### src/ldsri_pkg.sv
package ldsri_pkg;

    // ****************************************
    // register map
    // ****************************************
    localparam logic [7:0] LDSRI_LINK_LOSS_TIMER_CTL_OFS = 8'h26;
    localparam logic [7:0] LDSRI_SCRATCH_BYTE_A_OFS = 8'h2e;
    localparam logic [7:0] LDSRI_SCRATCH_BYTE_B_OFS = 8'h2f;
    localparam logic [7:0] LDSRI_FAR_IRQ_ROUTE_CTL_OFS = 8'h30;

    localparam logic [2:0] LDSRI_TIMER_SEL_RST = 3'h0;
    localparam logic [7:0] LDSRI_SCRATCH_A_RST = 8'ha5;
    localparam logic [7:0] LDSRI_SCRATCH_B_RST = 8'h5a;
    localparam logic [3:0] LDSRI_PIN_SEL_RST = 4'h0;
    localparam logic [7:0] LDSRI_UNMAPPED_RDATA = 8'h00;

    // field positions
    localparam int LDSRI_TIMER_SEL_LSB = 0;
    localparam int LDSRI_TIMER_SEL_W = 3;
    localparam int LDSRI_PIN_SEL_LSB = 0;
    localparam int LDSRI_PIN_SEL_W = 4;

    // ****************************************
    // route codes
    // ****************************************
    localparam logic [3:0] LDSRI_ROUTE_OFF = 4'h0;
    localparam logic [3:0] LDSRI_ROUTE_SPLIT = 4'h1;

    // ****************************************
    // timing
    // ****************************************
    localparam longint unsigned LDSRI_CLK_KHZ = 64'd25_000;
    // timeouts in nanoseconds, as printed
    localparam longint unsigned LDSRI_T0_NS = 64'd162_000_000;
    localparam longint unsigned LDSRI_T1_NS = 64'd325_000_000;
    localparam longint unsigned LDSRI_T2_NS = 64'd650_000_000;
    localparam longint unsigned LDSRI_T3_NS = 64'd1_300_000;
    localparam longint unsigned LDSRI_T4_NS = 64'd10_250;
    localparam longint unsigned LDSRI_T5_NS = 64'd20_500;
    localparam longint unsigned LDSRI_T6_NS = 64'd41_000;
    localparam longint unsigned LDSRI_T7_NS = 64'd82_000;

    // least time, rounded up to whole cycles
    function automatic logic [31:0] ldsri_ns_to_cyc(input longint unsigned ns);
        longint unsigned c;
        c = (ns * LDSRI_CLK_KHZ + 64'd999_999) / 64'd1_000_000;
        return (c == 64'd0) ? 32'h1 : c[31:0];
    endfunction

    localparam logic [31:0] LDSRI_T0_CYC = ldsri_ns_to_cyc(LDSRI_T0_NS);
    localparam logic [31:0] LDSRI_T1_CYC = ldsri_ns_to_cyc(LDSRI_T1_NS);
    localparam logic [31:0] LDSRI_T2_CYC = ldsri_ns_to_cyc(LDSRI_T2_NS);
    localparam logic [31:0] LDSRI_T3_CYC = ldsri_ns_to_cyc(LDSRI_T3_NS);
    localparam logic [31:0] LDSRI_T4_CYC = ldsri_ns_to_cyc(LDSRI_T4_NS);
    localparam logic [31:0] LDSRI_T5_CYC = ldsri_ns_to_cyc(LDSRI_T5_NS);
    localparam logic [31:0] LDSRI_T6_CYC = ldsri_ns_to_cyc(LDSRI_T6_NS);
    localparam logic [31:0] LDSRI_T7_CYC = ldsri_ns_to_cyc(LDSRI_T7_NS);

    // ****************************************
    // carriers
    // ****************************************
    typedef struct packed {
        logic wr;
        logic rd;
        logic [7:0] addr;
        logic [7:0] wdata;
    } ldsri_req_t;

    typedef struct packed {
        logic far_irq;
        logic main_irq;
        logic [3:0] gp;
        logic [3:0] aux_gp;
    } ldsri_pins_t;

endpackage : ldsri_pkg

### src/ldsri_regs.sv
module ldsri_regs
    import ldsri_pkg::*;
#(
    parameter logic [31:0] T0_CYC = LDSRI_T0_CYC,
    parameter logic [31:0] T1_CYC = LDSRI_T1_CYC,
    parameter logic [31:0] T2_CYC = LDSRI_T2_CYC,
    parameter logic [31:0] T3_CYC = LDSRI_T3_CYC
)
(
    // clock, reset, enable
    input wire logic clk_sys_i,
    input wire logic reset_i,
    input wire logic ce_i,
    // register port from the serial control bus
    input wire ldsri_req_t req_i,
    output logic [7:0] rdata_o,
    output logic rvalid_o,
    // back channel
    input wire logic bc_valid_i,
    output logic link_detect_o,
    // interrupts
    input wire logic [1:0] far_irq_i,
    input wire logic local_irq_i,
    input wire logic dual_link_i,
    // pin mux
    output ldsri_pins_t pins_o,
    output logic [3:0] gp_sel_o,
    output logic [3:0] aux_gp_sel_o
);

    // ****************************************
    // registers
    // ****************************************
    logic [2:0] timer_sel_reg, timer_sel_next;
    logic [7:0] scratch_a_reg, scratch_a_next;
    logic [7:0] scratch_b_reg, scratch_b_next;
    logic [3:0] pin_sel_reg, pin_sel_next;
    logic [7:0] rdata_reg, rdata_next;
    logic rvalid_reg, rvalid_next;

    function automatic logic hit(input logic [7:0] a, input logic [7:0] ofs);
        return a == ofs;
    endfunction

    always_comb
    begin
        timer_sel_next = timer_sel_reg;
        scratch_a_next = scratch_a_reg;
        scratch_b_next = scratch_b_reg;
        pin_sel_next = pin_sel_reg;
        rdata_next = rdata_reg;
        rvalid_next = 1'b0;
        if (req_i.wr)
        begin
            if (hit(req_i.addr, LDSRI_LINK_LOSS_TIMER_CTL_OFS))
                // upper bits dropped on write
                timer_sel_next = req_i.wdata[LDSRI_TIMER_SEL_LSB +: LDSRI_TIMER_SEL_W];
            if (hit(req_i.addr, LDSRI_SCRATCH_BYTE_A_OFS))
                scratch_a_next = req_i.wdata;
            if (hit(req_i.addr, LDSRI_SCRATCH_BYTE_B_OFS))
                scratch_b_next = req_i.wdata;
            if (hit(req_i.addr, LDSRI_FAR_IRQ_ROUTE_CTL_OFS))
                pin_sel_next = req_i.wdata[LDSRI_PIN_SEL_LSB +: LDSRI_PIN_SEL_W];
        end
        if (req_i.rd)
        begin
            rvalid_next = 1'b1;
            unique case (req_i.addr)
                LDSRI_LINK_LOSS_TIMER_CTL_OFS: rdata_next = {5'h00, timer_sel_reg};
                LDSRI_SCRATCH_BYTE_A_OFS: rdata_next = scratch_a_reg;
                LDSRI_SCRATCH_BYTE_B_OFS: rdata_next = scratch_b_reg;
                LDSRI_FAR_IRQ_ROUTE_CTL_OFS: rdata_next = {4'h0, pin_sel_reg};
                default: rdata_next = LDSRI_UNMAPPED_RDATA;
            endcase
        end
    end

    always_ff @(posedge clk_sys_i or posedge reset_i)
    begin
        if (reset_i)
        begin
            timer_sel_reg <= LDSRI_TIMER_SEL_RST;
            scratch_a_reg <= LDSRI_SCRATCH_A_RST;
            scratch_b_reg <= LDSRI_SCRATCH_B_RST;
            pin_sel_reg <= LDSRI_PIN_SEL_RST;
            rdata_reg <= 8'h00;
            rvalid_reg <= 1'b0;
        end
        else if (ce_i)
        begin
            timer_sel_reg <= timer_sel_next;
            scratch_a_reg <= scratch_a_next;
            scratch_b_reg <= scratch_b_next;
            pin_sel_reg <= pin_sel_next;
            rdata_reg <= rdata_next;
            rvalid_reg <= rvalid_next;
        end
    end

    assign rdata_o = rdata_reg;
    assign rvalid_o = rvalid_reg;

    // ****************************************
    // link-detect timer
    // ****************************************
    logic [31:0] limit;
    logic [31:0] cnt_reg, cnt_next;
    logic detect_reg, detect_next;

    always_comb
    begin
        unique case (timer_sel_reg)
            3'h0: limit = T0_CYC;
            3'h1: limit = T1_CYC;
            3'h2: limit = T2_CYC;
            3'h3: limit = T3_CYC;
            3'h4: limit = LDSRI_T4_CYC;
            3'h5: limit = LDSRI_T5_CYC;
            3'h6: limit = LDSRI_T6_CYC;
            3'h7: limit = LDSRI_T7_CYC;
        endcase
    end

    // compare with >= so a shorter code chosen mid-count expires at once
    always_comb
    begin
        cnt_next = cnt_reg;
        detect_next = detect_reg;
        if (bc_valid_i)
        begin
            cnt_next = 32'h0;
            detect_next = 1'b1;
        end
        else if (detect_reg)
        begin
            if (cnt_reg + 32'h1 >= limit)
            begin
                detect_next = 1'b0;
                cnt_next = 32'h0;
            end
            else
                cnt_next = cnt_reg + 32'h1;
        end
    end

    always_ff @(posedge clk_sys_i or posedge reset_i)
    begin
        if (reset_i)
        begin
            cnt_reg <= 32'h0;
            detect_reg <= 1'b0;
        end
        else if (ce_i)
        begin
            cnt_reg <= cnt_next;
            detect_reg <= detect_next;
        end
    end

    assign link_detect_o = detect_reg;

    // ****************************************
    // remote interrupt routing
    // ****************************************
    ldsri_pins_t pins_reg, pins_next;
    logic [3:0] gp_sel_reg, gp_sel_next;
    logic [3:0] aux_sel_reg, aux_sel_next;
    logic far_comb;

    always_comb
    begin
        // dual-link carries one remote interrupt on port 0
        far_comb = dual_link_i ? far_irq_i[0] : (far_irq_i[0] | far_irq_i[1]);
        pins_next = '0;
        gp_sel_next = 4'h0;
        aux_sel_next = 4'h0;
        pins_next.main_irq = local_irq_i;
        if (pin_sel_reg == LDSRI_ROUTE_SPLIT)
        begin
            pins_next.far_irq = far_irq_i[0];
            pins_next.main_irq = local_irq_i | far_irq_i[1];
        end
        else if (pin_sel_reg[3])
        begin
            // reserved codes 0010-0111 never reach this branch and stay disabled
            if (pin_sel_reg[2])
            begin
                aux_sel_next[pin_sel_reg[1:0]] = 1'b1;
                pins_next.aux_gp[pin_sel_reg[1:0]] = far_comb;
            end
            else
            begin
                gp_sel_next[pin_sel_reg[1:0]] = 1'b1;
                pins_next.gp[pin_sel_reg[1:0]] = far_comb;
            end
        end
    end

    always_ff @(posedge clk_sys_i or posedge reset_i)
    begin
        if (reset_i)
        begin
            pins_reg <= '0;
            gp_sel_reg <= 4'h0;
            aux_sel_reg <= 4'h0;
        end
        else if (ce_i)
        begin
            pins_reg <= pins_next;
            gp_sel_reg <= gp_sel_next;
            aux_sel_reg <= aux_sel_next;
        end
    end

    assign pins_o = pins_reg;
    assign gp_sel_o = gp_sel_reg;
    assign aux_gp_sel_o = aux_sel_reg;

endmodule // ldsri_regs

### config.mk
export PLATFORM = sky130hd
export DESIGN_NAME = ldsri_regs
export DESIGN_NICKNAME = d
export VERILOG_FILES = /design/src/ldsri_pkg.sv /design/src/ldsri_regs.sv
export SDC_FILE = /design/constraint.sdc
export NUM_CORES = 1
export LEC_CHECK = 0
export BUFFER_PORTS_ARGS = -buffer_cell sky130_fd_sc_hd__buf_2
export CAP_MARGIN = 20
export CORE_MARGIN = 3
export CORE_UTILIZATION = 38
export DETAILED_ROUTE_END_ITERATION = 7
export HOLD_SLACK_MARGIN = 0.1
export MAX_ROUTING_LAYER = met4
export PLACE_DENSITY = 0.6
export SYNTH_ARGS = -nofsm -noshare
export SYNTH_HDL_FRONTEND = slang
export SYNTH_SLANG_ARGS = --single-unit
### constraint.sdc
create_clock -name clk_sys_i -period 3.15 [get_ports clk_sys_i]
set_input_delay 0.315 -clock clk_sys_i [delete_from_list [all_inputs] [get_ports clk_sys_i]]
set_output_delay 0.315 -clock clk_sys_i [all_outputs]
set_load 0.02 [all_outputs]
==> flow_metrics.py, run 1 <==
metrics = {
    "worst_setup_path": {
        "cp_cell_sequence": "nand4_1, nor4_2, buf_4, and2_4, xnor2_2, inv_1, ha_4, nand4_1, buf_4, o41ai_4, o41ai_4, nand4_4, buf_12, buf_12, o21ai_2",
        "worst_ep_arrival_time_ps": 3330,
        "critPathBufInv": 5,
        "crit_path_end_kind": "register",
        "critPathMaxStageDelay_ps": 390,
        "critPathTopFamily": "simple AND/OR/NAND/NOR gates",
        "start_kind": "register",
        "slowest_stage": "o41ai_4",
        "crit_type": "reg -> reg",
        "cp.required_ps": 3380,
        "critPathMaxFanout": 6,
    },
    "sta": {
        "fin_crit_sh_pct": 98.41,
        "slew_headroom_pct": 61.20,
        "report.final.hold_viol_count": 0,
        "slew_violations": 0,
        "hold-worst-slack_ps": 215.2,
        "fin_tns_setup_ps": 0,
        "timing.fmax_mhz": 322.6,
        "finalClockSkew_ps": 6.006,
        "period_needed_ps": 3100,
        "rsz0062_at_grt": "true",
        "setup_viol_count_final": 0,
        "worst_pin_slew_ps": 577.6,
    },
    "layout": {
        "synthToLayoutAreaGrowth_pct": 34.48,
        "nets": 659,
        "final_cell_count_no_fill": 774,
        "post-route-cell-area_mm2": 0.006631,
        "layout-drive-gt1-share_pct": 41.75,
        "largest_reg_flops": 32,
        "diodes": 0,
        "fillers": 1081,
    },
    "pwr": {
        "ir_drop_mv": 0.2313,
        "leakage_uw": 0.003195,
        "p_per_area_mw_per_mm2": 375.0,
    },
    "clock_tree": {
        "cts_inserted_buffers": 9,
        "htree_num_levels": 3,
        "clock-sinks": 83,
        "cts_tree": "done",
        "cts-root-buf": "clkbuf_16",
        "clkTransAtPathRegs_ps": 60,
        "clock_latency_ps": 350,
        "cts_buffer_depth": 2,
    },
    "synth": {
        "synth_edf_count": 0,
        "syn-num-nets": 546,
        "synth_area_leader_cell": "dfrtp_1",
        "netlist.area_leader.share_pct": 38.06,
        "avgSynthCellArea_um2": 10.10,
        "ys_types": 63,
        "syn_area_mm2": 0.004931,
        "synth.most_common_cell": "dfrtp_1",
        "ys_ff_latch": 83,
        "synth_area_leaders": "dfrtp_1, ha_1, mux2_2",
        "synth_seq_area_share_pct": 42.32,
        "synth-async-reset-ratio_pct": 100.0,
        "synth-warning-count": 0,
        "postSynthCellCount": 488,
        "synthFlopType": "dfrtp_1",
        "synth_common_cells": "dfrtp_1, nand2_1, inv_1",
    },
    "die": {
        "initial_core_util_pct": 39.89,
        "die_x_um": 119.9,
        "die_h_um": 119.9,
        "coreArea_mm2": 0.01236,
        "die_area_mm2": 0.01438,
        "num_io_pins": 54,
        "rows": 40,
    },
    "route": {
        "vias_per_cell": 5.252,
        "firstDrtPassIters": 4,
        "wl_per_cell_um": 15.82,
        "drc": 0,
        "ant_nets": 0,
        "vias": 4065,
        "drt-initial-drc-count": 154,
        "drt-total-wl_mm": 12.24,
    },
    "place": {
        "routabilityCongestion": 0.8296,
        "dpl_cell_area_mm2": 0.005715,
        "hpwl_mm": 8.601,
        "numPlacedInstances": 738,
        "port_buffers": 53,
    },
    "grt": {
        "antenna_found_initial": 0,
        "grt-ovfl-total": 0,
        "grt_pass1_wl_mm": 20.56,
        "grt_max_degree": 50,
        "grt_pass1_vias": 4127,
        "grt_usage_pct": 18.14,
    },
    "flow_run": {
        "drv_cap": 0,
    },
    "hold_path": {
        "hold_path_class": "in -> reg",
    },
    "status": {
        "outcome": "finished, final reports clean",
    },
}
-- cells by family (layout without fill, tap and decap cells) --
kind of cell | count (synthesis) | after routing | share of synthesized area [%]
xor+xnor | 25 | 25 | 4.440
compound gates | 106 | 106 | 16.62
simple gates | 159 | 159 | 18.07
flops | 83 | 83 | 42.32
fa+ha+maj | 32 | 32 | 8.120
mux | 24 | 24 | 5.430
buf+inv | 59 | 177 | 4.999
-- metrics by stage --
step | util [%] | power [uW] | setup slack (ps)
global placement | 46.01 | 1295 | -73.57
floorplan | - | 1227 | 73.10
detailed placement | 46.23 | 1305 | -150.0
finish | 53.64 | 2487 | 50.07
global route | 53.64 | 2587 | -88.52
CTS | 51.03 | 2497 | -16.36
-- layout make-up --
type	count	area (um^2)	area share (%)
well taps	168	210.2	3.170
flip-flops and latches	83	2087	31.47
multi-input cells	346	2982	44.96
clock buffers	11	242.7	3.660
repair buffers	119	865.8	13.06
inverters	42	158.9	2.396
clock inverters	5	85.08	1.283
-- routing by layer --
metal  GRT usage (%)  vias up  part of all wire, %  routed length (um)
li1                -     1961                    -                   -
met1           22.98     2000                   45                5553
met2           29.36       84                   50                6099
met3           2.922       20                  3.0                 366
met4           6.800        0                  1.8                 225
met5               -        -                    0                   0
-- cell usage in the layout, fill, tap and decap left out, types with 7 or more instances in the layout --
cell type  netlist  routed
a21o_1           7       7
a21oi_1         12       8
and2_1          15      14
buf_2            2      54
buf_4            2      56
clkbuf_16        0       9
dfrtp_1         75      75
dfstp_2          8       8
ha_1            32      22
ha_4             0       9
inv_1           42      38
mux2_2          22      22
nand2_1         57      55
nand3_1         10       9
nand4_1         11      11
nor2_1          12      10
o21ai_0         18      14
o21ai_2         19      21
or2_2            7       7
xnor2_1         19      10
-- what timing repair did --
action | CTS | global route
setup endpoints to repair | 25 | 25
hold endpoints to repair | 17 | 0
gates resized for setup | 30 | 36
hold buffers | 1 | 0
buffers inserted | 6 | 10
cloned | 2 | 0
pin swaps | 30 | 32
-- worst reg2reg max path: stages, from the launching register on --
cell     delay [ps]
dfrtp_1         350
nand4_1         190
nor4_2          370
buf_4           190
and2_4          150
xnor2_2         120
inv_1           100
ha_4            280
nand4_1         150
buf_4           190
o41ai_4         390
o41ai_4         120
nand4_4         100
buf_12          130
buf_12          130
o21ai_2          50
-- power breakdown --
part	internal, uW	switching (uW)	total (uW)
registers	1080	16.8	1100
clock network	722	441	1160
logic	96.5	125	222
-- final timing paths --
| kind | startpoint | endpoint | slack, ps | depth (start not counted) |
|---|---|---|---|---|
| setup / recovery | cnt_reg[8] | cnt_reg[9] | 50 | 15 |
| hold / removal | req_i[7] | scratch_b_reg[7] | 220 | 2 |
| setup reg to reg | cnt_reg[8] | cnt_reg[9] | 50 | 15 |
| hold reg to reg | rdata_o[2] | rdata_o[2] | 470 | 1 |
| max in group asynchronous | reset_i | scratch_a_reg[0] | 1810 | 5 |
| min in group asynchronous | reset_i | cnt_reg[26] | 480 | 3 |
(Power assumes the default switching activity.)
==> run 2, diff against run 1 <==
- REMOVE_ABC_BUFFERS: default -> 1
==> run 2 against run 1 <==
The run now ends with setup timing left. Die area did not move. Sequential power is essentially flat. Clock skew up 0.82 ps. Worst setup slack got worse by 130 ps. First-iteration DRC count decreased by 16%. Critical path type unchanged. Power fell by 1.5%. Global-route usage fell by 1.1 points. Sequential share of layout area increased by 1.8 points.
==> flow_metrics.py, run 2 (same netlist as run 1, synthesis figures left out) <==
metrics = {
    "status": {
        "outcome": "finished, violations left",
        "violations": "setup timing",
    },
    "sta": {
        "finalClockSkew_ps": 6.826,
        "fin_crit_sh_pct": 102.6,
        "period_needed_ps": 3231,
        "timing.fmax_mhz": 309.5,
        "worst_pin_slew_ps": 955.6,
        "slew_violations": 0,
        "worst_slack_ps": -81.37,
        "report.final.hold_viol_count": 0,
        "rsz0062_at_grt": "true",
        "slew_headroom_pct": 35.29,
        "setup_viol_count_final": 23,
        "hold-worst-slack_ps": 134.9,
    },
    "clock_tree": {
        "clkTransAtPathRegs_ps": 60,
        "cts_buffer_depth": 2,
        "hold_buffers": 0,
        "clock-sinks": 83,
        "cts-root-buf": "clkbuf_16",
        "htree_num_levels": 3,
        "clock_latency_ps": 340,
        "cts_tree": "done",
        "cts_inserted_buffers": 9,
    },
    "worst_setup_path": {
        "crit_path_end_kind": "register",
        "cp_cell_sequence": "nand4_1, nor4_2, buf_4, and3_4, and3_4, xnor2_2, inv_1, ha_1, a21o_1, a21oi_2, o22ai_2, a211oi_4, nand4_4, clkbuf_16, o21ai_2",
        "crit_top_cell": "and3_4",
        "critPathMaxStageDelay_ps": 380,
        "r2r_start": "cnt_reg[7]",
        "critPathTopFamily": "simple AND/OR/NAND/NOR gates",
        "worst_ep_arrival_time_ps": 3510,
        "crit_type": "reg -> reg",
        "worstSetupStartpoint": "cnt_reg[7]",
        "slowest_stage": "dfrtp_1",
        "critPathBufInv": 3,
        "cp.required_ps": 3430,
        "critPathMaxFanout": 6,
        "start_kind": "register",
    },
    "grt": {
        "grt_usage_pct": 17.04,
        "grt_pass1_wl_mm": 19.40,
        "antenna_found_initial": 0,
        "grt_pass1_vias": 3946,
        "grt_max_degree": 51,
        "grt-ovfl-total": 0,
    },
    "place": {
        "hpwl_mm": 8.220,
        "routabilityCongestion": 0.8953,
        "numPlacedInstances": 728,
        "post-place-ws_ps": -137.8,
        "port_buffers": 53,
    },
    "layout": {
        "final_cell_count_no_fill": 756,
        "layout_common_cells": "dfrtp_1, nand2_1, buf_2",
        "ff_latch_area_mm2": 0.002087,
        "synthToLayoutAreaGrowth_pct": 27.15,
        "fillers": 1124,
        "diodes": 0,
        "layout_commonest_cell": "dfrtp_1",
        "layout-drive-gt1-share_pct": 37.07,
        "multi_input_comb_area_mm2": 0.002806,
        "nets": 641,
        "largest_reg_flops": 32,
    },
    "die": {
        "num_io_pins": 54,
        "die_x_um": 119.9,
        "rows": 40,
        "coreArea_mm2": 0.01236,
        "die_area_mm2": 0.01438,
        "initial_core_util_pct": 39.89,
        "die_h_um": 119.9,
    },
    "route": {
        "ant_nets": 0,
        "wl_per_cell_um": 15.81,
        "wl_met3_um": 404,
        "vias": 3913,
        "firstDrtPassIters": 5,
        "vias_per_cell": 5.176,
        "dr_wl_met2_mm": 5.665,
        "drt-initial-drc-count": 130,
        "top_layer_used": "met4",
        "wirelength_met1_mm": 5.712,
        "drc": 0,
        "drt-total-wl_mm": 11.95,
    },
    "pwr": {
        "seqPwrFrac_pct": 44.9,
        "ir_drop_mv": 0.2233,
        "power.switching_uw": 581.0,
        "pwr-share-comb_pct": 8.4,
        "power.share.switching_pct": 23.71,
        "pwr-share-clk_pct": 46.7,
        "finalPower_uw": 2450,
        "p_per_area_mw_per_mm2": 390.8,
        "leakage_uw": 0.003044,
        "p_int_uw": 1869,
    },
    "hold_path": {
        "hold_path_class": "in -> async",
    },
    "flow_run": {
        "drv_cap": 0,
    },
}
[run 2: changes by cell type in the layout (fill, tap and decap cells not counted), moves of 2 or more]
cell / delta
a21oi_2: -3
a21oi_1: +3
ha_4: -5
nand2_2: -2
o21ai_1: -2
clkbuf_16: +2
o21ai_2: +2
buf_4: -13
xnor2_4: -3
buf_16: -3
nand2_1: +2
ha_1: +5
xnor2_1: +2
[run 2: path summary, 6_finish.rpt]
kind / end / slack [ps] / cells past startpoint
setup / recovery: cnt_reg[4] / -80 / 15
max in group asynchronous: scratch_a_reg[5] / 2280 / 3
setup reg to reg: cnt_reg[4] / -80 / 15
hold reg to reg: rdata_o[4] / 480 / 2
hold / removal: pins_o[3] / 130 / 2
min in group clk_sys_i: scratch_a_reg[5] / 220 / 2
[run 2: cell type report]
cell class | count | area share, %
multi-input combinational | 346 | 44.76
sequential | 83 | 33.29
timing repair buffer | 101 | 11.00
clock buffer | 11 | 3.712
tap | 168 | 3.353
inverter | 42 | 2.534
clock inverter | 5 | 1.357
[run 2: routing by layer]
metal | GRT usage, % | up-vias
met1 | 22.79 | 1893
met5 | - | -
li1 | - | 1927
met2 | 26.45 | 79
met4 | 5.297 | 0
met3 | 3.110 | 14
[run 2: through the flow]
step / utilization (%) / TNS, ps / cell area (um^2)
after floorplan: - / -11170 / 4842
after global placement: 45.42 / -115.1 / 5614
after detailed placement: 45.42 / -1784 / 5614
after CTS: 48.33 / 0 / 5974
after global routing: 50.72 / -4707 / 6270
final: 50.72 / -1287 / 6270
[run 2: what timing repair did]
item,in CTS,in global routing
endpoints found under the setup margin,25,25
pin swaps,2,23
gates cloned,0,3
gates resized for setup,4,35
buffers inserted,4,5
[run 2: power by group through the flow]
stage	combinational, uW	clock [uW]	sequential [uW]
after floorplan	94.0	0	1120
after global placement	178	0	1120
after detailed placement	182	0	1120
after CTS	187	1170	1100
after global routing	230	1220	1100
final	206	1140	1100
==> run 3, diff against run 2 <==
- ABC_AREA: default -> 1
==> run 3 against run 2 <==
The flow now finishes without violations. Non-clock buffer count shrank 37. Worst hold slack gained 49 ps. Global-route usage grew 0.86 points. Sequential share of layout area grew 1.8 points. Clock power grew 4%. First-iteration DRC count grew 55%. Register-to-register slack gained 340 ps. Fmax grew 12%. Cell count grew 19%. Via count grew 10%. Final area shrank 5.1%. Clock skew shrank 1.1 ps. Critical endpoint is now cnt_reg[10].
==> flow_metrics.py, run 3 <==
metrics = {
    "layout": {
        "layout_commonest_cell": "nand2_1",
        "layout-drive-gt1-share_pct": 19.78,
        "final_cell_count_no_fill": 900,
        "fillers": 1243,
        "largest_reg_flops": 32,
        "nets": 781,
        "diodes": 0,
        "synthToLayoutAreaGrowth_pct": 16.76,
        "layout_common_cells": "nand2_1, dfrtp_1, inv_1",
    },
    "sta": {
        "slew_headroom_pct": 42.22,
        "period_needed_ps": 2889,
        "slew_violations": 0,
        "timing.fmax_mhz": 346.2,
        "worst_pin_slew_ps": 863.5,
        "report.final.hold_viol_count": 0,
        "fin_crit_sh_pct": 91.70,
        "worst_slack_ps": 261.4,
        "finalClockSkew_ps": 5.748,
        "setup_viol_count_final": 0,
    },
    "clock_tree": {
        "cts_inserted_buffers": 9,
        "clock-sinks": 83,
        "clock_latency_ps": 350,
        "cts_buffer_depth": 2,
        "htree_num_levels": 3,
        "cts_tree": "done",
        "cts-root-buf": "clkbuf_16",
        "clkTransAtPathRegs_ps": 60,
    },
    "pwr": {
        "ir_drop_mv": 0.3328,
        "p_per_area_mw_per_mm2": 416.9,
        "leakage_uw": 0.003044,
    },
    "synth": {
        "synth_compound_area_share_pct": 10.80,
        "synth_common_cells": "nand2_1, dfrtp_1, inv_1",
        "avgSynthCellArea_um2": 7.700,
        "synth_xor_area_share_pct": 3.608,
        "ys_ff_latch": 83,
        "yosys.area_share.simple_pct": 29.26,
        "netlist.area_leader.share_pct": 36.82,
        "synth.most_common_cell": "nand2_1",
        "synthMuxAreaShare_pct": 0.8837,
        "synthFlopType": "dfrtp_1",
        "synth_area_leaders": "dfrtp_1, nand2_1, ha_1",
        "synth-async-reset-ratio_pct": 100.0,
        "synth_top_family_by_area": "simple AND/OR/NAND/NOR gates",
        "synth_area_leader_cell": "dfrtp_1",
        "synth-adder-area-share_pct": 7.855,
        "synth-warning-count": 0,
        "synth_seq_area_share_pct": 40.94,
        "postSynthCellCount": 662,
        "syn_area_mm2": 0.005097,
        "ys_types": 37,
        "synth_edf_count": 0,
    },
    "place": {
        "post-place-ws_ps": 140.9,
        "routabilityCongestion": 0.9635,
        "hpwl_mm": 9.007,
        "port_buffers": 53,
        "numPlacedInstances": 879,
    },
    "flow_run": {
        "drv_cap": 0,
    },
    "worst_setup_path": {
        "critPathMaxStageDelay_ps": 390,
        "critPathMaxFanout": 20,
        "crit_path_end_kind": "register",
        "crit_type": "reg -> reg",
        "crit_top_cell": "a21oi_1",
        "slowest_stage": "dfrtp_1",
        "cp.required_ps": 3420,
        "critPathBufInv": 3,
        "critPathTopFamily": "simple AND/OR/NAND/NOR gates",
        "start_kind": "register",
        "worst_ep_arrival_time_ps": 3160,
        "cp_cell_sequence": "buf_4, nand3_2, inv_1, nand2_2, nor3_1, xor2_1, ha_1, a21oi_1, o21ai_0, a21oi_1, nand3_1, nor2_2, nand4_4, buf_12, o21ai_2",
    },
    "route": {
        "drt-initial-drc-count": 202,
        "vias": 4321,
        "wl_per_cell_um": 13.22,
        "drc": 0,
        "ant_nets": 0,
        "drt-total-wl_mm": 11.90,
        "firstDrtPassIters": 5,
        "vias_per_cell": 4.801,
    },
    "grt": {
        "antenna_found_initial": 0,
        "grt_usage_pct": 17.91,
        "grt-ovfl-total": 0,
        "grt_max_degree": 33,
        "grt_pass1_vias": 4326,
        "grt_pass1_wl_mm": 20.56,
    },
    "hold_path": {
        "hold_path_class": "in -> reg",
    },
    "die": {
        "num_io_pins": 54,
        "initial_core_util_pct": 39.59,
        "die_x_um": 121.8,
        "coreArea_mm2": 0.01288,
        "die_area_mm2": 0.01484,
        "rows": 41,
        "die_h_um": 121.8,
    },
    "status": {
        "outcome": "finished, final reports clean",
    },
}
==> run 3: cell count changes after synthesis, sizes merged, moves of 14 or more <==
cell   before  now
o21ai      39   56
a21oi      12   26
and2       15    1
mux2       22    4
inv        42   70
nor2       12   74
nand2      57  226
==> run 3: through the flow <==
step | TNS [ps] | power, uW | instance area [um^2] | hold slack (ps) | util (%)
after floorplan | 0 | 1238 | 5029 | 432.8 | -
after global placement | 0 | 1306 | 5555 | 288.6 | 43.14
after detailed placement | 0 | 1311 | 5555 | 296.4 | 43.14
after CTS | 0 | 2502 | 5902 | 178.1 | 45.84
after global routing | -1.724 | 2576 | 5952 | 215.7 | 46.22
final | 0 | 2481 | 5952 | 184.3 | 46.22
==> run 3: path summary, 6_finish.rpt <==
check | from | end | slack, ps | cells past startpoint
worst max-delay path | cnt_reg[0] | cnt_reg[10] | 260 | 15
worst min-delay path | req_i[7] | scratch_b_reg[7] | 180 | 3
worst max register to register | cnt_reg[0] | cnt_reg[10] | 260 | 15
worst min register to register | pins_o[7] | pins_o[7] | 480 | 2
max in group asynchronous | reset_i | scratch_a_reg[5] | 1920 | 4
min in group asynchronous | reset_i | aux_gp_sel_o[3] | 480 | 3
==> run 3: per-layer routing <==
metal  global-route usage [%]  part of all wire, %
met5                        -                    0
met4                    6.863                  2.0
met3                    2.786                  4.6
met2                    28.83                   47
met1                    22.84                   46
==> run 3: kinds of logic (layout without fill, tap and decap cells) <==
logic type      after synthesis  after routing
compound gates               91             91
xor+xnor                     21             21
fa+ha+maj                    32             32
buf+inv                      86            152
flops                        83             83
mux                           4              4
simple gates                345            345
==> run 3: cell type report <==
class,instances,area [um^2],area share [%]
clock inverters,5,83.83,1.408
clock buffers,11,252.7,4.246
well taps,172,215.2,3.616
repair buffers,64,362.8,6.096
inverters,72,271.5,4.562
flip-flops and latches,83,2087,35.06
multi-input cells,493,2679,45.01
==> run 3: repair_timing <==
action,4_1_cts,5_1_grt
hold buffers,1,0
endpoints found under the hold margin,19,0
setup endpoints to repair,0,21
gates resized for setup,0,5
setup buffers,0,4
==> run 3: report_power, final <==
group          internal (uW)  total (uW)  switching [uW]
logic                   62.0         185             123
clock network            740        1190             448
registers               1090        1110            16.3
==> run 3: worst min-delay path, cell delays in order <==
cell,delay (ps)
buf_2,90
nand2_1,40
o21ai_0,60
